### src/core/hiss_cfg.svh
// timing constants, bit positions and reset values for the hot-insert switch sequencer
`ifndef HISS_CFG_SVH
`define HISS_CFG_SVH

// clock rate in kHz (10 MHz)
`define HISS_CLK_KHZ          10000
// qualification time in ms and its cycle count
`define HISS_QUAL_MS          100
`define HISS_QUAL_CYC         (`HISS_QUAL_MS * `HISS_CLK_KHZ)
// main supply low filter in us (least time, rounds up)
`define HISS_VDD_LOW_US       5
`define HISS_VDD_LOW_CYC      ((`HISS_VDD_LOW_US * `HISS_CLK_KHZ + 999) / 1000)
// internal supply low filter in us
`define HISS_INT_LOW_US       1
`define HISS_INT_LOW_CYC      ((`HISS_INT_LOW_US * `HISS_CLK_KHZ + 999) / 1000)
// power-on reset pulse, least 60 us
`define HISS_POR_US           60
`define HISS_POR_CYC          ((`HISS_POR_US * `HISS_CLK_KHZ + 999) / 1000)
// counter widths
`define HISS_QCNT_W           20
`define HISS_FCNT_W           10

// fault and status bit positions
`define HISS_B_OV             0
`define HISS_B_UV             1
`define HISS_B_OC             2
`define HISS_B_BP             4

// control defaults after power-on reset
`define HISS_RETRY_OV_RST     1'b1
`define HISS_RETRY_UV_RST     1'b1
`define HISS_RETRY_OC_RST     1'b0

// register map (byte offsets)
`define HISS_A_CTRL           8'h00
`define HISS_A_FAULT          8'h04
`define HISS_A_STATUS         8'h08
// control register bit positions
`define HISS_C_RETRY_OV       0
`define HISS_C_RETRY_UV       1
`define HISS_C_RETRY_OC       2
`define HISS_C_SW_ON          3

`endif

### src/core/hiss_pkg.sv
// types shared by the hot-insert switch sequencer files
package hiss_pkg;
    // switch sequencer states, one-hot
    typedef enum logic [3:0] {
        HISS_ST_POR  = 4'b0001,  // power-on reset pulse
        HISS_ST_QUAL = 4'b0010,  // waiting for qualified inputs
        HISS_ST_OFF  = 4'b0100,  // qualified, switch off
        HISS_ST_ON   = 4'b1000   // switch on
    } hiss_state_t;
endpackage

### src/core/hiss_top.sv
// hot-insert switch sequencer: power-on reset, qualification, turn-on/off, faults, apb
//
// Operation
// - supply rise starts reset pulse clearing faults
// - inputs in range, card present for 100ms
// - after qualification, on-control or command turns on
// - feedback above threshold releases power-good pin
// - on-control fall or command turns off
// - overvoltage, undervoltage, breaker, removal turn off
// - writing fault one with retry off forces off
// - feedback below threshold pulls power-good low
// - supply low beyond filter time forces shutdown
// - breaker timer trip sets overcurrent bits, off
// - timer cooled clears present; relatch needs cleared
// - overcurrent retry restarts, fault bit kept
// - high-current trip forces immediate off
// - overvoltage turns off, sets present and fault
// - overvoltage retry after 100ms below threshold
// - undervoltage off, bits, retry after 100ms
// - zero write clears unless present; off clears
// - card present 100ms captures on-control level
`timescale 1ns/1ps
`include "hiss_cfg.svh"
module hiss_top
    import hiss_pkg::*;
#(
    parameter logic [`HISS_QCNT_W-1:0] QUAL_CYC = `HISS_QCNT_W'(`HISS_QUAL_CYC)  // 100 ms
) (
    input  wire logic        pclk,             // 10 MHz clock
    input  wire logic        presetn,          // async reset, active low
    input  wire logic        psel,             // apb select
    input  wire logic        penable,          // apb enable
    input  wire logic        pwrite,           // apb direction
    input  wire logic [7:0]  paddr,            // apb byte address
    input  wire logic [31:0] pwdata,           // apb write data
    output logic [31:0]      prdata,           // apb read data
    output logic             pready,           // apb ready
    output logic             pslverr,          // apb error
    input  wire logic        supply_ok,        // internal supply above 4.5V lockout
    input  wire logic        main_low,         // main supply below 7.5V
    input  wire logic        internal_low,     // internal supply below 3.8V
    input  wire logic        input_low_compare,  // uv input above threshold (in range)
    input  wire logic        input_high_compare, // ov input above threshold
    input  wire logic        card_present_n,   // board present, active low
    input  wire logic        on_ctrl,          // on-control pin
    input  wire logic        output_feedback,  // feedback above power-good threshold
    input  wire logic        timer_trip,       // breaker timer above 1.2V
    input  wire logic        timer_cool,       // breaker timer below 0.2V
    input  wire logic        high_current,     // sense voltage above 150mV
    output logic             gate_on,          // gate drive request
    output logic             fast_off,         // fast shutdown request
    output logic             gpio_oe           // power-good pin pulls low when high
);
    // ************************************************************
    // synchronisers
    // ************************************************************
    logic s_sok, s_mlow, s_ilow, s_uvok, s_ov, s_card_n, s_on, s_fb, s_trip, s_cool, s_hc;
    logic [10:0] raw_in;    // all asynchronous comparator inputs
    logic [10:0] sync_in;   // after two flops
    assign raw_in = {supply_ok, main_low, internal_low, input_low_compare, input_high_compare,
                     card_present_n, on_ctrl, output_feedback, timer_trip, timer_cool,
                     high_current};
    // each comparator passes through its own two-flop chain
    for (genvar g = 0; g < 11; g++) begin : g_sync
        hiss_sync u_sync (
            .pclk    (pclk),
            .presetn (presetn),
            .din     (raw_in[g]),
            .dout    (sync_in[g])
        );
    end
    assign {s_sok, s_mlow, s_ilow, s_uvok, s_ov, s_card_n, s_on, s_fb, s_trip, s_cool,
            s_hc} = sync_in;

    // ************************************************************
    // qualification and supply filters
    // ************************************************************
    logic qual_ok;          // uv, ov, card all good for 100 ms
    logic card_ok;          // card present for 100 ms
    logic ov_clear_ok;      // ov below threshold for 100 ms
    logic uv_clear_ok;      // uv in range for 100 ms
    logic mlow_f, ilow_f;   // supply lows past their filter times
    logic in_por;           // power-on pulse running; qualification restarts after it

    // one restartable counter per condition
    // qualification and card capture only count once the power-on pulse is over,
    // otherwise the capture edge would fall inside the pulse and be lost
    hiss_filter #(.W(`HISS_QCNT_W), .CYC(QUAL_CYC)) u_qual (
        .pclk(pclk), .presetn(presetn),
        .din(s_uvok & ~s_ov & ~s_card_n & ~in_por), .dout(qual_ok));
    hiss_filter #(.W(`HISS_QCNT_W), .CYC(QUAL_CYC)) u_card (
        .pclk(pclk), .presetn(presetn), .din(~s_card_n & ~in_por), .dout(card_ok));
    hiss_filter #(.W(`HISS_QCNT_W), .CYC(QUAL_CYC)) u_ovq (
        .pclk(pclk), .presetn(presetn), .din(~s_ov), .dout(ov_clear_ok));
    hiss_filter #(.W(`HISS_QCNT_W), .CYC(QUAL_CYC)) u_uvq (
        .pclk(pclk), .presetn(presetn), .din(s_uvok), .dout(uv_clear_ok));
    hiss_filter #(.W(`HISS_FCNT_W), .CYC(`HISS_FCNT_W'(`HISS_VDD_LOW_CYC))) u_mlow (
        .pclk(pclk), .presetn(presetn), .din(s_mlow), .dout(mlow_f));
    hiss_filter #(.W(`HISS_FCNT_W), .CYC(`HISS_FCNT_W'(`HISS_INT_LOW_CYC))) u_ilow (
        .pclk(pclk), .presetn(presetn), .din(s_ilow), .dout(ilow_f));

    // ************************************************************
    // state, control and fault registers
    // ************************************************************
    hiss_state_t state;          // sequencer state
    hiss_state_t next_state;     // combinational next state
    logic [`HISS_FCNT_W-1:0] por_cnt;  // power-on reset pulse length
    logic sok_q;                 // previous supply_ok for rising edge
    logic on_q;                  // previous on-control level
    logic card_q;                // previous card_present_n
    logic card_ok_q;             // previous card_ok
    logic sw_on;                 // switch-on control bit
    logic retry_ov, retry_uv, retry_oc;  // autoretry enables
    logic ov_p, uv_p, oc_p;      // present bits
    logic [5:0] fault;           // fault bits
    logic wr_acc, rd_acc;        // apb access cycles
    logic ctrl_wr, fault_wr;     // register writes
    logic trip;                  // any immediate turn-off cause
    logic hold_off;              // retry gating keeps switch off
    logic sw_fall;               // switch-on bit cleared by pin or write
    logic supply_rise;           // internal supply crossed its lockout

    assign wr_acc   = psel & penable & pwrite;
    assign rd_acc   = psel & penable & ~pwrite;
    assign ctrl_wr  = wr_acc & (paddr == `HISS_A_CTRL);
    assign fault_wr = wr_acc & (paddr == `HISS_A_FAULT);
    assign supply_rise = s_sok & ~sok_q;
    assign in_por      = (state == HISS_ST_POR);

    // edge history
    always_ff @(posedge pclk or negedge presetn) begin
        if (!presetn) begin
            sok_q     <= 1'b0;
            on_q      <= 1'b0;
            card_q    <= 1'b0;  // matches the synchroniser reset, no false edge
            card_ok_q <= 1'b0;
        end else begin
            sok_q     <= s_sok;
            on_q      <= s_on;
            card_q    <= s_card_n;
            card_ok_q <= card_ok;
        end
    end

    // switch-on bit: pin edges, capture after card settles, commands
    always_ff @(posedge pclk or negedge presetn) begin
        if (!presetn) begin
            sw_on <= 1'b0;
        end else if (state == HISS_ST_POR) begin
            sw_on <= 1'b0;
        end else if (card_ok & ~card_ok_q) begin
            sw_on <= s_on;
        end else if (s_on & ~on_q) begin
            sw_on <= 1'b1;
        end else if (~s_on & on_q) begin
            sw_on <= 1'b0;
        end else if (ctrl_wr) begin
            sw_on <= pwdata[`HISS_C_SW_ON];
        end
    end
    assign sw_fall = (~s_on & on_q) | (ctrl_wr & sw_on & ~pwdata[`HISS_C_SW_ON]);

    // autoretry enables, defaults restored by power-on reset
    always_ff @(posedge pclk or negedge presetn) begin
        if (!presetn) begin
            retry_ov <= `HISS_RETRY_OV_RST;
            retry_uv <= `HISS_RETRY_UV_RST;
            retry_oc <= `HISS_RETRY_OC_RST;
        end else if (state == HISS_ST_POR) begin
            retry_ov <= `HISS_RETRY_OV_RST;
            retry_uv <= `HISS_RETRY_UV_RST;
            retry_oc <= `HISS_RETRY_OC_RST;
        end else if (ctrl_wr) begin
            retry_ov <= pwdata[`HISS_C_RETRY_OV];
            retry_uv <= pwdata[`HISS_C_RETRY_UV];
            retry_oc <= pwdata[`HISS_C_RETRY_OC];
        end
    end

    // ov_p and uv_p track the live conditions; oc_p sets on a trip while on and clears when cooled
    always_ff @(posedge pclk or negedge presetn) begin
        if (!presetn) begin
            ov_p <= 1'b0;
            uv_p <= 1'b0;
            oc_p <= 1'b0;
        end else begin
            ov_p <= s_ov;
            uv_p <= ~s_uvok;
            if (state == HISS_ST_ON && s_trip) begin
                oc_p <= 1'b1;
            end else if (s_cool) begin
                oc_p <= 1'b0;
            end
        end
    end

    // fault bits: hardware set wins over software clear; present faults stick through fault writes
    always_ff @(posedge pclk or negedge presetn) begin
        if (!presetn) begin
            fault <= '0;
        end else if (state == HISS_ST_POR) begin
            fault <= '0;
        end else begin
            // clears come first so that the sets below override them
            if (sw_fall) begin
                fault <= '0;
            end else if (~s_card_n & card_q) begin
                fault[`HISS_B_OV] <= 1'b0;
                fault[`HISS_B_UV] <= 1'b0;
                fault[`HISS_B_OC] <= 1'b0;
            end else if (fault_wr) begin
                fault[`HISS_B_OV] <= pwdata[`HISS_B_OV] | ov_p;
                fault[`HISS_B_UV] <= pwdata[`HISS_B_UV] | uv_p;
                fault[`HISS_B_OC] <= pwdata[`HISS_B_OC] | oc_p;
                fault[`HISS_B_BP] <= pwdata[`HISS_B_BP];
            end
            if (s_card_n != card_q) begin
                fault[`HISS_B_BP] <= 1'b1;
            end
            if (s_ov) begin
                fault[`HISS_B_OV] <= 1'b1;
            end
            if (!s_uvok) begin
                fault[`HISS_B_UV] <= 1'b1;
            end
            if (state == HISS_ST_ON && s_trip) begin
                fault[`HISS_B_OC] <= 1'b1;
            end
        end
    end

    // ************************************************************
    // sequencer
    // ************************************************************
    assign trip = s_ov | ~s_uvok | s_card_n | s_trip | s_hc | mlow_f | ilow_f;
    // latched-off faults block turn-on; with retry on only present bits and 100 ms
    assign hold_off =
        (retry_ov ? (ov_p | ~ov_clear_ok) : fault[`HISS_B_OV]) |
        (retry_uv ? (uv_p | ~uv_clear_ok) : fault[`HISS_B_UV]) |
        (retry_oc ? oc_p : (oc_p | fault[`HISS_B_OC]));

    // next-state decision
    always_comb begin
        next_state = state;
        case (state)
            HISS_ST_POR: begin
                if (por_cnt >= `HISS_FCNT_W'(`HISS_POR_CYC) - 1'b1) begin
                    next_state = HISS_ST_QUAL;
                end
            end
            HISS_ST_QUAL: begin
                if (qual_ok) begin
                    next_state = HISS_ST_OFF;
                end
            end
            HISS_ST_OFF: begin
                if (!qual_ok && s_card_n) begin
                    next_state = HISS_ST_QUAL;
                end else if (sw_on && !trip && !hold_off) begin
                    next_state = HISS_ST_ON;
                end
            end
            HISS_ST_ON: begin
                if (trip || !sw_on || hold_off) begin
                    next_state = HISS_ST_OFF;
                end
            end
            default: next_state = HISS_ST_POR;
        endcase
    end

    // state register; supply rising edge restarts the power-on pulse
    always_ff @(posedge pclk or negedge presetn) begin
        if (!presetn) begin
            state   <= HISS_ST_POR;
            por_cnt <= '0;
        end else if (supply_rise) begin
            state   <= HISS_ST_POR;
            por_cnt <= '0;
        end else begin
            state   <= next_state;
            por_cnt <= (state == HISS_ST_POR) ? por_cnt + 1'b1 : '0;
        end
    end

    // ************************************************************
    // outputs
    // ************************************************************
    // gate and power-good drive from flops
    always_ff @(posedge pclk or negedge presetn) begin
        if (!presetn) begin
            gate_on  <= 1'b0;
            fast_off <= 1'b0;
            gpio_oe  <= 1'b1;
        end else begin
            gate_on  <= (next_state == HISS_ST_ON) && !supply_rise;
            fast_off <= mlow_f | ilow_f | s_hc;
            gpio_oe  <= ~s_fb;
        end
    end

    // ************************************************************
    // apb slave, zero wait states
    // ************************************************************
    always_ff @(posedge pclk or negedge presetn) begin
        if (!presetn) begin
            prdata  <= '0;
            pready  <= 1'b0;
            pslverr <= 1'b0;
        end else begin
            pready  <= psel & ~penable;
            pslverr <= psel & ~penable & (paddr != `HISS_A_CTRL) &
                       (paddr != `HISS_A_FAULT) & (paddr != `HISS_A_STATUS);
            prdata  <= '0;
            if (psel && !penable && !pwrite) begin
                case (paddr)
                    `HISS_A_CTRL:   prdata <= {28'h0, sw_on, retry_oc, retry_uv, retry_ov};
                    `HISS_A_FAULT:  prdata <= {26'h0, fault};
                    `HISS_A_STATUS: prdata <= {22'h0, gate_on, state, ~s_card_n, ~s_fb,
                                               oc_p, uv_p, ov_p};
                    default:        prdata <= '0;
                endcase
            end
        end
    end

    // ************************************************************
    // checks
    // ************************************************************
    a_ov_trip_off: assert property (@(posedge pclk) disable iff (!presetn)
        (state == HISS_ST_ON && s_ov) |=> (state == HISS_ST_OFF && fault[`HISS_B_OV]))
        else $error("overvoltage did not turn switch off");
    a_breaker_off: assert property (@(posedge pclk) disable iff (!presetn)
        (state == HISS_ST_ON && s_trip) |=> (oc_p && fault[`HISS_B_OC] && !gate_on))
        else $error("breaker trip did not set bits");
    a_hc_off: assert property (@(posedge pclk) disable iff (!presetn)
        s_hc |=> (!gate_on && fast_off))
        else $error("high current did not force off");
    a_pgood_pin: assert property (@(posedge pclk) disable iff (!presetn)
        $rose(s_fb) |=> !gpio_oe)
        else $error("power good not released");
    a_pbad_pin: assert property (@(posedge pclk) disable iff (!presetn)
        $fell(s_fb) |=> gpio_oe)
        else $error("power bad not signalled");
    a_card_off: assert property (@(posedge pclk) disable iff (!presetn)
        (state == HISS_ST_ON && s_card_n) |=> state == HISS_ST_OFF)
        else $error("card removal did not turn off");
    a_on_fall_off: assert property (@(posedge pclk) disable iff (!presetn)
        (state == HISS_ST_ON && on_q && !s_on) |=> ##1 !gate_on)
        else $error("on-control fall did not turn off");
    a_cool_clear: assert property (@(posedge pclk) disable iff (!presetn)
        (s_cool && !(state == HISS_ST_ON && s_trip)) |=> !oc_p)
        else $error("cooled timer left present bit");
    a_por_clear: assert property (@(posedge pclk) disable iff (!presetn)
        supply_rise |=> ##1 (fault == '0 && !sw_on))
        else $error("power-on reset did not clear");
endmodule

### src/core/hiss_sync.sv
// two-flop synchroniser for one comparator level
`timescale 1ns/1ps
module hiss_sync (
    input  wire logic pclk,      // system clock
    input  wire logic presetn,   // async reset, active low
    input  wire logic din,       // asynchronous level
    output logic      dout       // synchronised level
);
    logic meta;                  // first stage, read only by dout

    // the first stage feeds only the second
    always_ff @(posedge pclk or negedge presetn) begin
        if (!presetn) begin
            meta <= 1'b0;
            dout <= 1'b0;
        end else begin
            meta <= din;
            dout <= meta;
        end
    end
endmodule

### src/core/hiss_filter.sv
// holds a level high only after its input stays high for a set count
`timescale 1ns/1ps
module hiss_filter #(
    parameter int                W   = 10,  // counter width
    parameter logic [W-1:0]      CYC = '1   // cycles the input must stay high
) (
    input  wire logic pclk,      // system clock
    input  wire logic presetn,   // async reset, active low
    input  wire logic din,       // condition to qualify
    output logic      dout       // high once condition held for CYC cycles
);
    logic [W-1:0] cnt;           // cycles seen so far

    // count while high, restart on any drop
    always_ff @(posedge pclk or negedge presetn) begin
        if (!presetn) begin
            cnt  <= '0;
            dout <= 1'b0;
        end else if (!din) begin
            cnt  <= '0;
            dout <= 1'b0;
        end else if (cnt >= CYC - 1'b1) begin
            dout <= 1'b1;
        end else begin
            cnt  <= cnt + 1'b1;
        end
    end
endmodule

### config.mk
export PLATFORM = sky130hd
export DESIGN_NAME = hiss_top
export DESIGN_NICKNAME = d
export VERILOG_FILES = /design/src/core/hiss_pkg.sv /design/src/core/hiss_top.sv /design/src/core/hiss_sync.sv /design/src/core/hiss_filter.sv
export VERILOG_INCLUDE_DIRS = /design/src /design/src/core
export SDC_FILE = /design/constraint.sdc
export NUM_CORES = 1
export LEC_CHECK = 0
export BUFFER_PORTS_ARGS = -buffer_cell sky130_fd_sc_hd__buf_2
export CELL_PAD_IN_SITES_DETAIL_PLACEMENT = 0
export CELL_PAD_IN_SITES_GLOBAL_PLACEMENT = 1
export CORE_ASPECT_RATIO = 0.8
export CORE_MARGIN = 2
export CORE_UTILIZATION = 51
export CTS_BUF_LIST = sky130_fd_sc_hd__clkbuf_8
export DETAILED_ROUTE_END_ITERATION = 16
export GPL_TIMING_DRIVEN = 0
export PLACE_DENSITY_LB_ADDON = 0.1
export SETUP_SLACK_MARGIN = 0.5
export SLEW_MARGIN = 5
export SYNTH_ARGS = -nofsm -noshare
export SYNTH_HDL_FRONTEND = slang
export SYNTH_SLANG_ARGS = --single-unit
### constraint.sdc
create_clock -name pclk -period 5.4 [get_ports pclk]
set_input_delay 1.08 -clock pclk [delete_from_list [all_inputs] [get_ports pclk]]
set_output_delay 1.08 -clock pclk [all_outputs]
set_load 0.02 [all_outputs]
==> metrics.cfg <==
[sta]
skew_ps = 14.5
rsz0062_at_grt = no
slew_headroom_pct = 40.4
period_share_pct = 48.3
fmax_ghz = 0.383
setup_ws_ps = 2790
hold_viol = 0
worst_pin_slew_ps = 882
tns_ps = 0
min_period_ps = 2610
slew_violations = 0
setup_viol = 0

[layout]
num-nets-final = 989
area_growth_pct = 11.6
drive_above_1_share_pct = 12.8
n_fill_cell = 1408
final_cell_mix = 168 x dfrtp_1, 80 x nor2_1, 49 x a21oi_1, 48 x nand2_1, 40 x buf_2
diodes = 0
final_common_cell = dfrtp_1

[detailed_routing]
finalWirelength_um = 17900
drt-initial-drc-count = 413
routedWlPerCell_um = 15.6
wl_met2_um = 8270
vias = 6493
wl_met1_um = 8650
viasPerCell = 5.65
drc_errors = 0
ant_nets = 0
dr_wl_met3_um = 750
drt_first_pass_iters = 5
highest_layer = met4

[setup_path]
r2r_end = u_qual.dout$_DFFE_PN0P_
r2r_setup_slack_ps = 2790
path_class = reg -> reg
timing.critical_path.arrival_ps = 2930
required_ps = 5730
cp-end-kind = flip-flop
crit-reg2reg-launch = state[0]$_DFF_PN1_
crit_fanout = 10
rr_worst_depth = 5
start_kind = flip-flop

[global_route]
antenna_found_initial = 0
grt_overflow_total = 0
grt_pass1_vias = 6314
grt_pass1_wl_um = 30500
track_usage_pct = 21.5
grt_max_degree = 108

[pwr]
power.leakage_uw = 0.00414
peakVddDrop_mv = 0.141
totalPowerFinal_uw = 2380
p_per_area_nw_per_um2 = 254

[logic_synthesis]
ys_types = 71
synth_cells = 839
synth_area_um2 = 8390
synth_seq_cells = 172
synth.avg_cell_area_um2 = 10.0
synthArstFlopShare_pct = 100
yosysWarningCount = 0
yosysSeqAreaShare_pct = 51.4
ys.flop_type = dfrtp_1
synth_edf_count = 0

[floorplanning]
pin_count = 93
row_count = 41
die_h_um = 119
core-area_um2 = 16000
dieArea_um2 = 17500
initial_core_util_pct = 52.6
die_x_um = 147

[outcome]
outcome = finished clean

[cts]
clk_latency_ps = 470
cts_buffer_depth = 2
cts_setup_buffers = 0
clock-sinks = 172
clk_pin_slew_ps = 90
cts_tree = done
numCtsBuffers = 17
cts-root-buf = clkbuf_8
cts_resized = 0
postCtsHoldBufs = 0
cts-htree-levels = 4

[placed_design]
hpwl_um = 12600
place_worst_setup_slack_ps = 2570
io_buffers = 41
globalplace.congestion = 0.841

[job]
cap_violations = 0

[hold_path]
min_to = g_sync[8].u_sync.dout$_DFF_PN0_
holdPathStages = 0
hp-start = g_sync[8].u_sync.meta$_DFF_PN0_
hp-class = reg -> reg

==> critical path: stages (launching register included) <==
cell,delay [ps]
dfstp_2,580
nor4b_1,730
or3_1,240
clkbuf_1,370
buf_1,450
nor2_1,100
==> cell type report <==
cell class | count | area (um2) | share of cell area, %
sequential | 172 | 4310 | 46.0
multi-input combinational | 609 | 3780 | 40.4
tap | 215 | 269 | 2.87
buffer | 49 | 267 | 2.85
timing repair buffer | 42 | 243 | 2.59
clock buffer | 17 | 234 | 2.50
clock inverter | 15 | 149 | 1.59
inverter | 30 | 113 | 1.20
==> layer usage <==
layer  GRT usage [%]  vias up
met5               0        -
li1                -     3153
met4            7.21        0
met1            31.3     3157
met3            3.75       29
met2            32.6      154
==> state kept, by name, indices dropped and copies added (netlist names), 4 cells and up <==
register	flops
prdata	10
u_card.cnt	20
state	4
u_uvq.cnt	20
por_cnt	10
u_ilow.cnt	10
u_qual.cnt	20
g_sync.u_sync.dout	11
u_ovq.cnt	20
g_sync.u_sync.meta	11
u_mlow.cnt	10
fault	4
==> through the flow <==
step	util, %	hold WS (ps)	cells	instance area, um2
2_1_floorplan	-	331	860	8470
5_1_grt	58.7	369	1149	9360
4_1_cts	58.7	357	1149	9360
6_report	58.7	355	1149	9360
3_5_place_dp	56.3	335	1117	8980
3_3_place_gp	56.0	333	1116	8940
==> logic make-up after synthesis <==
logic type | Yosys count | share of synthesized area (%)
AOI/OAI and AO/OA | 161 | 12.8
xor gates and xnor gates | 32 | 3.34
adders and majority gates | 12 | 1.79
buffers and inverters | 79 | 4.52
DFF | 172 | 51.4
muxes | 25 | 3.01
other | 1 | 0.0447
and+or+nand+nor | 357 | 23.1
==> how the worst max path moves through the flow <==
stage                             startpoint  depth (start not counted)                         to
after floorplan                     paddr[3]                          6          sw_on$_DFFE_PN0P_
after global placement               presetn                          1  u_mlow.cnt[7]$_DFFE_PN0P_
after detailed placement            paddr[3]                          6          sw_on$_DFFE_PN0P_
after CTS                 state[0]$_DFF_PN1_                          5    u_qual.dout$_DFFE_PN0P_
after global routing      state[0]$_DFF_PN1_                          5    u_qual.dout$_DFFE_PN0P_
final                     state[0]$_DFF_PN1_                          5    u_qual.dout$_DFFE_PN0P_
==> power breakdown <==
part	total, uW	internal (uW)	switching (uW)
clock network	889	378	510
logic	144	55.6	88.3
registers	1350	1320	28.9
==> synth_stat cells (all sizes together) (15+ instances only) <==
master | n | area [um2]
clkbuf | 26 | 97.6
mux2i | 23 | 230
xnor2 | 15 | 131
xor2 | 17 | 149
o21ai | 30 | 161
and2 | 18 | 113
nand3 | 36 | 180
nand2b | 17 | 106
nor3 | 18 | 90.1
dfrtp | 168 | 4200
or4 | 20 | 155
nand2 | 48 | 180
a21oi | 49 | 245
nor2 | 80 | 300
buf | 23 | 169
o31ai | 17 | 128
nand4 | 19 | 119
or3 | 23 | 149
and3 | 32 | 201
inv | 30 | 113
No activity file was read; power rests on OpenSTA's default activity.
